===== src/blpwm_pkg.sv =====
// Shared constants, types and register map for the backlight mode and PWM control block.
// Assumes a 25 MHz system clock and a 32-bit classic Wishbone register bus.
package blpwm_pkg;

    localparam int unsigned CLK_HZ        = 25000000;
    localparam int unsigned OSC_WAIT_US   = 2000;
    localparam int unsigned SOFT_START_US = 4000;
    localparam int unsigned OSC_WAIT_CYC  = (OSC_WAIT_US * (CLK_HZ / 1000000));
    localparam int unsigned SOFT_START_CYC = (SOFT_START_US * (CLK_HZ / 1000000));
    localparam logic [20:0] PWM_IDLE_CYC   = 21'(50000 * (CLK_HZ / 1000000));
    localparam int unsigned POR_SETTLE_CYC = 4;

    // Register byte offsets.
    localparam logic [7:0] ADDR_CTRL   = 8'h00;
    localparam logic [7:0] ADDR_BRIGHT = 8'h04;
    localparam logic [7:0] ADDR_CFG    = 8'h08;
    localparam logic [7:0] ADDR_PLL    = 8'h0C;
    localparam logic [7:0] ADDR_STATUS = 8'h10;
    localparam logic [7:0] ADDR_DUTY   = 8'h14;

    // Control register fields.
    localparam int unsigned CTRL_BL_ON    = 0;
    localparam int unsigned CTRL_BOOST_EN = 1;
    localparam int unsigned CTRL_SRC_LO   = 2;
    localparam int unsigned CTRL_SYNC_EN  = 4;
    localparam int unsigned CTRL_FLT_CLR  = 5;
    // Configuration register fields.
    localparam int unsigned CFG_RES_LO    = 0;
    localparam int unsigned CFG_TLIM_LO   = 8;

    localparam logic [31:0] CTRL_RESET   = 32'h0000_0002;
    localparam logic [7:0]  BRIGHT_RESET = 8'hFF;
    localparam logic [11:0] TLIM_RESET   = 12'hC00;
    localparam logic [12:0] PLL_RESET    = 13'h0000;
    localparam logic [31:0] BUS_ERR_DATA = 32'h0000_0000;

    localparam int unsigned DUTY_W  = 13;
    localparam int unsigned TEMP_W  = 12;
    localparam int unsigned NUM_LED = 6;
    localparam logic [15:0] PWM_CNT_ONE = 16'h0001;

    typedef enum logic [1:0] {
        SRC_DUTY0  = 2'h0,
        SRC_DUTY1  = 2'h1,
        SRC_REG    = 2'h2,
        SRC_DIRECT = 2'h3
    } blpwm_src_t;

    typedef enum logic [4:0] {
        ST_RESET   = 5'h01,
        ST_STANDBY = 5'h02,
        ST_STARTUP = 5'h04,
        ST_SOFT    = 5'h08,
        ST_NORMAL  = 5'h10
    } blpwm_state_t;

    typedef struct packed {
        logic        cyc;
        logic        stb;
        logic        we;
        logic [7:0]  adr;
        logic [3:0]  sel;
        logic [31:0] dat;
    } blpwm_wb_req_t;

    typedef struct packed {
        logic        ack;
        logic [31:0] dat;
    } blpwm_wb_rsp_t;

    typedef struct packed {
        logic                thermal_shutdown;
        logic                tempHot;
        logic [TEMP_W-1:0]   temp;
        logic                ledFault;
        logic                overCurrent;
    } blpwm_sense_t;

endpackage : blpwm_pkg


===== src/blpwm_core.sv =====
// Backlight mode sequencer, brightness source selection, PWM clock choice and fault report.
// Assumes a 25 MHz clock, a Wishbone master on the bus and analog sensors delivering levels.
`timescale 1ns/1ps

////////////////////////////////////////////////////////////////////////////////

// Summary of operation
// - Reset mode restores register defaults; held while supply low.
// - Supply good releases reset into standby.
// - Standby when backlight off, PWM idle, reset released.
// - Writes accepted in standby, effective at once.
// - Backlight bit or PWM high starts startup.
// - Startup waits 2 ms for oscillator.
// - Thermal shutdown holds device in startup.
// - Soft start entered only with boost enabled.
// - Soft start ramps boost for 4 ms.
// - All six LEDs off during soft start.
// - Normal mode takes pin or register control.
// - Faults shown in status register and pin.
// - Derating threshold reduces brightness, except in direct mode.
// - Overtemperature turns boost and LEDs off.
// - Sequencer and measurement run on oscillator tick.
// - PWM clock multiplier set by resolution field.
// - Optional lock of PWM clock to sync.
// - Thirteen-bit count sets PLL output rate.
// - Oscillator clock used until PLL locks.
// - Two-bit field selects brightness source.
// - Duty mode measures 13-bit input duty.
// - Register mode uses 8-bit brightness value.
// - Direct mode follows resampled input PWM.
module blpwm_core
    import blpwm_pkg::*;
(
    input  wire logic                clk,
    input  wire logic                rst_n,
    input  wire logic                clkEn,
    input  wire logic                supplyGood,
    input  wire logic                enablePin,
    input  wire logic                pwmIn,
    input  wire logic                syncIn,
    input  wire logic                pllLocked,
    input  wire blpwm_sense_t        sense,
    input  wire blpwm_wb_req_t       wbReq,
    output blpwm_wb_rsp_t            wbRsp,
    output logic [NUM_LED-1:0]       ledOn,
    output logic                     boostOn,
    output logic                     boostSoft,
    output logic                     faultOut,
    output logic                     pllSyncSel,
    output logic [1:0]               pllMult,
    output logic [12:0]              pllCount,
    output blpwm_state_t             mode
);

    ////////////////////////////////////////////////////////////////////////////
    // Reset release and pin synchronisers.

    logic       rstMeta_reg;
    logic       rstSync_reg;
    logic [2:0] supSync_reg;
    logic [2:0] enSync_reg;
    logic [2:0] pwmSync_reg;
    logic [2:0] tsdSync_reg;
    logic       supGood_reg;
    logic       enLvl_reg;
    logic       pwmLvl_reg;
    logic       tsdLvl_reg;
    logic       supGood_next;
    logic       enLvl_next;
    logic       pwmLvl_next;
    logic       tsdLvl_next;

    always_ff @(posedge clk or negedge rst_n) begin
        if (!rst_n) begin
            rstMeta_reg <= 1'b0;
            rstSync_reg <= 1'b0;
        end else begin
            rstMeta_reg <= 1'b1;
            rstSync_reg <= rstMeta_reg;
        end
    end

    // A level changes only once the second and third stages agree.
    function automatic logic agreed(input logic [2:0] s, input logic prev);
        agreed = (s[1] == s[2]) ? s[2] : prev;
    endfunction : agreed

    always_comb begin
        supGood_next = agreed(supSync_reg, supGood_reg);
        enLvl_next   = agreed(enSync_reg, enLvl_reg);
        pwmLvl_next  = agreed(pwmSync_reg, pwmLvl_reg);
        tsdLvl_next  = agreed(tsdSync_reg, tsdLvl_reg);
    end

    always_ff @(posedge clk or negedge rstSync_reg) begin
        if (!rstSync_reg) begin
            supSync_reg <= 3'h0;
            enSync_reg  <= 3'h0;
            pwmSync_reg <= 3'h0;
            tsdSync_reg <= 3'h0;
            supGood_reg <= 1'b0;
            enLvl_reg   <= 1'b0;
            pwmLvl_reg  <= 1'b0;
            tsdLvl_reg  <= 1'b0;
        end else if (clkEn) begin
            supSync_reg <= {supSync_reg[1:0], supplyGood};
            enSync_reg  <= {enSync_reg[1:0], enablePin};
            pwmSync_reg <= {pwmSync_reg[1:0], pwmIn};
            tsdSync_reg <= {tsdSync_reg[1:0], sense.thermal_shutdown};
            supGood_reg <= supGood_next;
            enLvl_reg   <= enLvl_next;
            pwmLvl_reg  <= pwmLvl_next;
            tsdLvl_reg  <= tsdLvl_next;
        end
    end

    // The enable pin powers the regulator, so it counts as supply too.
    logic powerOk;
    assign powerOk = supGood_reg & enLvl_reg;

    ////////////////////////////////////////////////////////////////////////////
    // Register file.

    logic [31:0]       ctrl_reg;
    logic [7:0]        bright_reg;
    logic [11:0]       tlim_reg;
    logic [1:0]        res_reg;
    logic [12:0]       pll_reg;
    logic              ledFlt_reg;
    logic              ocFlt_reg;
    logic              tsdFlt_reg;
    logic              ack_reg;
    logic [31:0]       rdat_reg;
    logic [31:0]       ctrl_next;
    logic [7:0]        bright_next;
    logic [11:0]       tlim_next;
    logic [1:0]        res_next;
    logic [12:0]       pll_next;
    logic              ledFlt_next;
    logic              ocFlt_next;
    logic              tsdFlt_next;
    logic              ack_next;
    logic [31:0]       rdat_next;
    logic [DUTY_W-1:0] duty_reg;

    function automatic logic [31:0] merge(input logic [31:0] old, input logic [31:0] nw, input logic [3:0] sel);
        merge = old;
        for (int i = 0; i < 4; i++) begin
            if (sel[i]) begin
                merge[i*8 +: 8] = nw[i*8 +: 8];
            end
        end
    endfunction : merge

    logic        wbHit;
    logic        wbWr;
    logic        fltClr;
    logic [31:0] cfgWord;
    logic [31:0] wrCtrl;
    logic [31:0] wrBright;
    logic [31:0] wrCfg;
    logic [31:0] wrPll;
    assign wbHit   = wbReq.cyc & wbReq.stb & ~ack_reg;
    assign wbWr    = wbHit & wbReq.we;
    assign cfgWord  = {12'h0, tlim_reg, 6'h00, res_reg};
    assign wrCtrl   = merge(ctrl_reg, wbReq.dat, wbReq.sel);
    assign wrBright = merge({24'h0, bright_reg}, wbReq.dat, wbReq.sel);
    assign wrCfg    = merge(cfgWord, wbReq.dat, wbReq.sel);
    assign wrPll    = merge({19'h0, pll_reg}, wbReq.dat, wbReq.sel);
    assign fltClr   = wbWr && (wbReq.adr == ADDR_CTRL) && wrCtrl[CTRL_FLT_CLR];

    always_comb begin
        ctrl_next   = ctrl_reg;
        bright_next = bright_reg;
        tlim_next   = tlim_reg;
        res_next    = res_reg;
        pll_next    = pll_reg;
        ack_next    = wbHit;
        rdat_next   = rdat_reg;
        // Writes land in every mode except reset, standby included, and act as soon as the
        // sequencer reaches the state that reads them.
        if (wbWr) begin
            unique case (wbReq.adr)
                ADDR_CTRL:   ctrl_next   = {wrCtrl[31:CTRL_FLT_CLR+1], 1'b0, wrCtrl[CTRL_FLT_CLR-1:0]};
                ADDR_BRIGHT: bright_next = wrBright[7:0];
                ADDR_CFG: begin
                    res_next  = wrCfg[CFG_RES_LO +: 2];
                    tlim_next = wrCfg[CFG_TLIM_LO +: TEMP_W];
                end
                ADDR_PLL:    pll_next    = wrPll[12:0];
                default:     ctrl_next   = ctrl_reg;
            endcase
        end
        if (wbHit && !wbReq.we) begin
            unique case (wbReq.adr)
                ADDR_CTRL:   rdat_next = ctrl_reg;
                ADDR_BRIGHT: rdat_next = {24'h0, bright_reg};
                ADDR_CFG:    rdat_next = cfgWord;
                ADDR_PLL:    rdat_next = {19'h0, pll_reg};
                ADDR_STATUS: rdat_next = {22'h0, pllLocked, tsdLvl_reg, mode, tsdFlt_reg, ocFlt_reg, ledFlt_reg};
                ADDR_DUTY:   rdat_next = {19'h0, duty_reg};
                default:     rdat_next = BUS_ERR_DATA;
            endcase
        end
        // Sticky fault flags: a new event wins over a simultaneous clear.
        ledFlt_next = sense.ledFault | (ledFlt_reg & ~fltClr);
        ocFlt_next  = sense.overCurrent | (ocFlt_reg & ~fltClr);
        tsdFlt_next = tsdLvl_reg | (tsdFlt_reg & ~fltClr);
    end

    // Registers return to defaults whenever the sequencer sits in reset.
    logic inResetMode;

    always_ff @(posedge clk or negedge rstSync_reg) begin
        if (!rstSync_reg) begin
            ctrl_reg   <= CTRL_RESET;
            bright_reg <= BRIGHT_RESET;
            tlim_reg   <= TLIM_RESET;
            res_reg    <= 2'h0;
            pll_reg    <= PLL_RESET;
            ledFlt_reg <= 1'b0;
            ocFlt_reg  <= 1'b0;
            tsdFlt_reg <= 1'b0;
            ack_reg    <= 1'b0;
            rdat_reg   <= 32'h0000_0000;
        end else if (clkEn) begin
            ack_reg  <= ack_next;
            rdat_reg <= rdat_next;
            if (inResetMode) begin
                ctrl_reg   <= CTRL_RESET;
                bright_reg <= BRIGHT_RESET;
                tlim_reg   <= TLIM_RESET;
                res_reg    <= 2'h0;
                pll_reg    <= PLL_RESET;
                ledFlt_reg <= 1'b0;
                ocFlt_reg  <= 1'b0;
                tsdFlt_reg <= 1'b0;
            end else begin
                ctrl_reg   <= ctrl_next;
                bright_reg <= bright_next;
                tlim_reg   <= tlim_next;
                res_reg    <= res_next;
                pll_reg    <= pll_next;
                ledFlt_reg <= ledFlt_next;
                ocFlt_reg  <= ocFlt_next;
                tsdFlt_reg <= tsdFlt_next;
            end
        end
    end

    assign wbRsp.ack = ack_reg;
    assign wbRsp.dat = rdat_reg;

    ////////////////////////////////////////////////////////////////////////////
    // Mode sequencer.

    blpwm_state_t state_reg;
    blpwm_state_t state_next;
    logic [31:0]  timer_reg;
    logic [31:0]  timer_next;
    logic [20:0]  idle_reg;
    logic [20:0]  idle_next;
    logic         wantOn;

    assign inResetMode = (state_reg == ST_RESET);
    assign wantOn      = ctrl_reg[CTRL_BL_ON] | (idle_reg != PWM_IDLE_CYC);

    always_comb begin
        state_next = state_reg;
        timer_next = timer_reg;
        idle_next  = pwmLvl_reg ? 21'h0 : idle_reg + 21'(idle_reg != PWM_IDLE_CYC);
        unique case (state_reg)
            ST_RESET: begin
                timer_next = '0;
                if (powerOk) begin
                    state_next = ST_STANDBY;
                end
            end
            ST_STANDBY: begin
                timer_next = '0;
                if (wantOn) begin
                    state_next = ST_STARTUP;
                end
            end
            ST_STARTUP: begin
                // Thermal shutdown restarts the wait, so recovery gets the full 2 ms.
                if (tsdLvl_reg) begin
                    timer_next = '0;
                end else if (timer_reg < OSC_WAIT_CYC - 1) begin
                    timer_next = timer_reg + 32'h1;
                end else if (!wantOn) begin
                    state_next = ST_STANDBY;
                    timer_next = '0;
                end else if (ctrl_reg[CTRL_BOOST_EN]) begin
                    state_next = ST_SOFT;
                    timer_next = '0;
                end
            end
            ST_SOFT: begin
                if (tsdLvl_reg) begin
                    state_next = ST_STARTUP;
                    timer_next = '0;
                end else if (timer_reg < SOFT_START_CYC - 1) begin
                    timer_next = timer_reg + 32'h1;
                end else begin
                    state_next = ST_NORMAL;
                    timer_next = '0;
                end
            end
            ST_NORMAL: begin
                timer_next = '0;
                if (tsdLvl_reg) begin
                    state_next = ST_STARTUP;
                end else if (!wantOn) begin
                    state_next = ST_STANDBY;
                end
            end
        endcase
        if (!powerOk) begin
            state_next = ST_RESET;
            timer_next = '0;
            idle_next  = PWM_IDLE_CYC;
        end
    end

    always_ff @(posedge clk or negedge rstSync_reg) begin
        if (!rstSync_reg) begin
            state_reg <= ST_RESET;
            timer_reg <= 32'h0;
            idle_reg  <= PWM_IDLE_CYC;
        end else if (clkEn) begin
            state_reg <= state_next;
            timer_reg <= timer_next;
            idle_reg  <= idle_next;
        end
    end

    ////////////////////////////////////////////////////////////////////////////
    // Duty measurement, source selection, derating and PWM output.

    logic [DUTY_W-1:0] hiCnt_reg;
    logic [DUTY_W-1:0] perCnt_reg;
    logic [DUTY_W-1:0] hiCnt_next;
    logic [DUTY_W-1:0] perCnt_next;
    logic [DUTY_W-1:0] duty_next;
    logic              pwmPrev_reg;
    logic [DUTY_W-1:0] pwmCnt_reg;
    logic [DUTY_W-1:0] pwmCnt_next;
    logic              pwmOut_reg;
    logic              pwmOut_next;
    logic [DUTY_W-1:0] target;
    logic [DUTY_W-1:0] derated;
    blpwm_src_t        src;

    assign src = blpwm_src_t'(ctrl_reg[CTRL_SRC_LO +: 2]);

    always_comb begin
        // Duty over one input period, scaled to 13 bits with a saturating count.
        hiCnt_next  = hiCnt_reg;
        perCnt_next = perCnt_reg;
        duty_next   = duty_reg;
        if (pwmLvl_reg && !pwmPrev_reg) begin
            if (perCnt_reg != '0) begin
                duty_next = DUTY_W'(({19'h0, hiCnt_reg} << DUTY_W) / {19'h0, perCnt_reg});
            end
            hiCnt_next  = 13'h1;
            perCnt_next = 13'h1;
        end else begin
            if (perCnt_reg != '1) begin
                perCnt_next = perCnt_reg + 13'h1;
            end
            if (pwmLvl_reg && hiCnt_reg != '1) begin
                hiCnt_next = hiCnt_reg + 13'h1;
            end
        end
        unique case (src)
            SRC_REG: target = {bright_reg, 5'h00};
            default: target = duty_reg;
        endcase
        // Halve output at or above the derating threshold.
        derated = (sense.temp >= tlim_reg) ? (target >> 1) : target;
        pwmCnt_next = pwmCnt_reg + 13'h1;
        if (src == SRC_DIRECT) begin
            pwmOut_next = pwmLvl_reg;
        end else begin
            pwmOut_next = (pwmCnt_reg < derated) || (derated == '1);
        end
    end

    always_ff @(posedge clk or negedge rstSync_reg) begin
        if (!rstSync_reg) begin
            hiCnt_reg   <= '0;
            perCnt_reg  <= '0;
            duty_reg    <= '0;
            pwmPrev_reg <= 1'b0;
            pwmCnt_reg  <= '0;
            pwmOut_reg  <= 1'b0;
        end else if (clkEn) begin
            hiCnt_reg   <= hiCnt_next;
            perCnt_reg  <= perCnt_next;
            duty_reg    <= duty_next;
            pwmPrev_reg <= pwmLvl_reg;
            pwmCnt_reg  <= pwmCnt_next;
            pwmOut_reg  <= pwmOut_next;
        end
    end

    ////////////////////////////////////////////////////////////////////////////
    // Outputs.

    logic running;
    assign running = (state_reg == ST_NORMAL) && !tsdLvl_reg;

    assign ledOn      = (running && pwmOut_reg) ? '1 : '0;
    assign boostOn    = running || (state_reg == ST_SOFT);
    assign boostSoft  = (state_reg == ST_SOFT);
    assign faultOut   = ledFlt_reg | ocFlt_reg | tsdFlt_reg;
    // The external PLL follows sync only once enabled and locked.
    assign pllSyncSel = ctrl_reg[CTRL_SYNC_EN] & pllLocked & syncIn | ctrl_reg[CTRL_SYNC_EN] & pllLocked;
    assign pllMult    = res_reg;
    assign pllCount   = pll_reg;
    assign mode       = state_reg;

endmodule : blpwm_core


===== config.mk =====
export PLATFORM = sky130hd
export DESIGN_NAME = blpwm_core
export DESIGN_NICKNAME = d
export VERILOG_FILES = /design/src/blpwm_pkg.sv /design/src/blpwm_core.sv
export SDC_FILE = /design/constraint.sdc
export NUM_CORES = 1
export LEC_CHECK = 0
export BUFFER_PORTS_ARGS = -buffer_cell sky130_fd_sc_hd__buf_4
export CORE_MARGIN = 2
export CORE_UTILIZATION = 65
export DETAILED_ROUTE_END_ITERATION = 12
export PLACE_DENSITY = 0.82
export SYNTH_ARGS = -nofsm -noshare
export SYNTH_HDL_FRONTEND = slang
export SYNTH_SLANG_ARGS = --single-unit

===== constraint.sdc =====
create_clock -name clk -period 10 [get_ports clk]
set_input_delay 0.5 -clock clk [delete_from_list [all_inputs] [get_ports clk]]
set_output_delay 0.5 -clock clk [all_outputs]
set_load 0.1 [all_outputs]

==> results of run 1 <==
[synthesized netlist by cell type, types with 16 or more instances]
| cell | count |
|---|---|
| mux2_2 | 84 |
| a211oi_1 | 26 |
| nand3_1 | 157 |
| xor2_1 | 79 |
| o22ai_1 | 20 |
| a21oi_1 | 334 |
| nor2b_1 | 37 |
| nor3_1 | 160 |
| a31oi_1 | 41 |
| nand4_1 | 74 |
| o21a_1 | 107 |
| mux2i_1 | 50 |
| and2_1 | 71 |
| a21o_1 | 140 |
| xnor2_1 | 146 |
| o21ai_1 | 16 |
| inv_1 | 183 |
| buf_4 | 22 |
| dfstp_2 | 20 |
| a22o_1 | 19 |
| clkbuf_1 | 109 |
| or4_1 | 23 |
| and3_1 | 54 |
| or2_2 | 33 |
| o31ai_1 | 79 |
| o211ai_1 | 49 |
| ha_1 | 358 |
| a211o_1 | 16 |
| nand2_1 | 422 |
| nor2_1 | 406 |
| or3_1 | 58 |
| o21ai_0 | 394 |
| dfrtp_1 | 212 |
| nor4_1 | 37 |
| nand2b_1 | 124 |
| o21bai_1 | 20 |
[logic make-up after synthesis]
logic type               Yosys count
adder cells (fa/ha/maj)          359
XOR/XNOR                         225
multiplexers                     148
AO/OA/AOI/OAI                   1521
buffers and inverters            341
other                              2
AND/OR/NAND/NOR                 1769
flip-flops                       232
[per-stage QoR]
step	instances	utilization, %	setup slack, ns	setup TNS, ns	area [um2]
after floorplan	4601	-	-60.98	-561.99	36100
after global placement	6813	92.4	-56.79	-522.78	48500
after detailed placement	6813	92.4	-63.33	-585.22	48500
==> results.cfg, run 1 <==
[synth]
yosysTopAreaCell = dfrtp_1
synthFlopType = dfrtp_1
synth_edf_count = 0
ys_async_sr_fraction_pct = 100
netlist_top_cells_area = dfrtp_1, ha_1, o21ai_0
ys_seq_area_share_pct = 16.8
syn_area_mm2 = 0.0346
synthXorXnorAreaFrac_pct = 5.69
syn_inst = 4597
avgSynthCellArea_um2 = 7.53
yosysTopAreaCellShare_pct = 15.3
synth_top_family_by_area = compound AO/OA/AOI/OAI gates
synth_cell_types = 154
synth_compound_area_share_pct = 29.4
synth.area.mux_share_pct = 4.86
synthSimpleGateAreaFrac_pct = 26.0
synth-seq-cells = 232
yosys_warnings = 0
synth_adder_area_share_pct = 13.0

[cts]
cts_setup_buffers = 372
numCtsBuffers = 23
post_cts_resized = 388
htreeDepth = 1
hold_buffers = 1
cts_sinks = 232
cts_buffer_depth = 3
root_buffer = clkbuf_16

[placement]
io_buffers = 131
hpwlAfterDp_um = 119000
gp_congestion = 1.02

[outcome]
outcome = did not finish
lastStage = 4_1_cts
tool.error = [ERROR DPL-0038] Utilization greater than 100%, impossible to legalize

[die]
core.rowCount = 84
floorplan.initialDensity_pct = 65.9
ios = 134
die_x_um = 235
chipHeight_um = 235
==> inputs of run 2 (changes only) <==
CORE_UTILIZATION = 40   (was 65)
PLACE_DENSITY = unset   (was 0.82)
PLACE_DENSITY_LB_ADDON = 0.15   (was unset)
==> run 2 against run 1 <==
  * The flow now finishes, with violations (negative setup slack)
  * Synthesized area stayed put
  * Synthesized cell count stayed put
==> results.cfg, run 2 <==
[final_layout]
nets = 7134
fillers = 7245
layout_common_cells = buf_4, nand2_1, nor2_1
finish.utilization_pct = 66.2
fin_cells = 7866
regArea_mm2 = 0.00584
post-route-cell-area_mm2 = 0.0566
areaGrowthSynthToFinish_pct = 63.4
mostFrequentLayoutCell = buf_4
multiInputGateArea_mm2 = 0.0305
drive_above_1_share_pct = 44.0
antenna_cells = 0

[setup_path]
crit_path_end_kind = register
path_class = register to register
worst-endpoint-required_ns = 10.42
cp_top_family = compound AO/OA/AOI/OAI gates
cp.arrival_ns = 69.21
crit_path_top_delay_cell = or4_4
crit_path_start_kind = register
crit_top_cell = buf_4
cpPeakStageDelay_ns = 0.57
critPathBufInv = 72
worstPathMaxFanout = 9

[cts]
htreeDepth = 1
cts_sinks = 232
cts_buffer_depth = 3
cts_tree = done
clkLatencyLatePin_ns = 0.57
numCtsBuffers = 26
clkSlewWorstSetupHoldPaths_ns = 0.06
root_buffer = clkbuf_16

[synth]
netlist_top_cells_area = dfrtp_1, ha_1, o21ai_0
synth_most_common_cell = nand2_1
synthFlopType = dfrtp_1
syn_area_mm2 = 0.0346
yosysTopAreaCell = dfrtp_1
synth_edf_count = 0
synth-seq-cells = 232
ys_seq_area_share_pct = 16.8
synth_cell_types = 154
synth_common_cells = nand2_1, nor2_1, o21ai_0
ys_async_sr_fraction_pct = 100
avgSynthCellArea_um2 = 7.53
yosysTopAreaCellShare_pct = 15.3
yosys_warnings = 0
syn_inst = 4597

[sta]
hold_viol = 0
final_max_slew_viol_count = 0
fin_crit_sh_pct = 688
skew_ns = 0.0196
period_needed_ns = 68.79
tightest_slew_ns = 1.20
rsz0062_at_grt = true
max_freq_ghz = 0.0145
setup_viol = 13
relSlewSlack_pct = 19.8
finalWorstSetupSlack_ns = -58.79

[placement]
placed_area_mm2 = 0.0498
gp_congestion = 0.926
hpwlAfterDp_um = 97900
placed_cells = 7351
io_buffers = 131

[detailed_routing]
wl_um = 137000
drtPass1Iterations = 5
vias = 43600
route.met2.wl_um = 66400
drt-vias-per-instance = 5.54
drc = 0
wl_per_cell_um = 17.5
wl_met1_um = 60000
top_layer = met4
drt_iter0_markers = 2564
wl_met3_um = 5970
drtAntennaViolNets = 0

[die]
chipHeight_um = 298
core.rowCount = 107
ios = 134
die_area_mm2 = 0.0889
floorplan.initialDensity_pct = 40.5
die_x_um = 298
core_area_mm2 = 0.0854

[grt]
antenna_found_initial = 1
grt_pass1_vias = 43500
grt_overflow = 0
grt_first_pass_wirelength_um = 220000
grt_max_degree = 167
track_usage_pct = 29.3

[outcome]
outcome = complete, but fails checks
violations = negative setup slack

[min_path]
min_path_type = input pin to register

[job]
max_cap_violations = 0
## run 2: cell counts after synthesis
Identical to the previous run, type by type.
## run 2: logic make-up after synthesis
logic type | synth area share, %
buffers and inverters | 4.20
AND/OR/NAND/NOR | 26.0
other | 0.0217
AO/OA/AOI/OAI | 29.4
flip-flops | 16.8
adder cells (fa/ha/maj) | 13.0
multiplexers | 4.86
XOR/XNOR | 5.69
## run 2: tightest hold or removal path, cell delays in order
cell and delay, ns:
buf_4 0.08, nand3_1 0.05, o21ai_0 0.06
## run 2: final cells by class
class,count,share of cell area [%]
Clock inverter,8,0.184
Sequential cell,232,10.3
Tap cell,1144,2.53
Inverter,185,1.25
Multi-Input combinational cell,4029,53.9
Timing Repair Buffer,2230,30.5
Clock buffer,38,1.32
## run 2: repair_timing
| item | 4_1_cts | 5_1_grt |
|---|---|---|
| setup endpoints to repair | 13 | 13 |
| hold buffers | 1 | 0 |
| buffers inserted | 381 | 121 |
| gates resized for setup | 301 | 238 |
| pin swaps | 224 | 220 |
| hold endpoints to repair | 2 | 0 |
| gates cloned | 2 | 0 |
## run 2: path summary, 6_finish.rpt
| path | from | endpoint | slack [ns] | cells after the start |
|---|---|---|---|---|
| setup / recovery | perCnt_reg[6] | duty_reg[0] | -58.79 | 417 |
| hold / removal | wbReq[18] | ctrl_reg[18] | 0.17 | 3 |
| setup reg to reg | perCnt_reg[6] | duty_reg[0] | -58.79 | 417 |
| hold reg to reg | rstMeta_reg | rstSync_reg | 0.35 | 0 |
| max in group asynchronous | rstSync_reg | rdat_reg[17] | 8.13 | 1 |
| min in group asynchronous | rst_n | rstSync_reg | 0.25 | 2 |
## run 2: layer usage
metal | vias to the layer above | track usage, %
li1 | 21400 | -
met1 | 20700 | 37.5
met2 | 1165 | 52.1
met3 | 336 | 2.20
met4 | 0 | 8.97
met5 | - | 0
## run 2: per-stage QoR
step	setup WS (ns)	TNS, ns	hold slack, ns
3_3_place_gp	-58.03	-534.90	0.283
5_1_grt	-62.46	-581.66	0.155
4_1_cts	-57.12	-532.18	0.142
3_5_place_dp	-59.85	-552.55	0.284
2_1_floorplan	-60.98	-561.99	0.204
6_report	-58.79	-547.34	0.168
Power of run 2 is left out: the tool's default activity adds up to more than one toggle a clock period on the data nets, which glitch-free logic cannot reach.
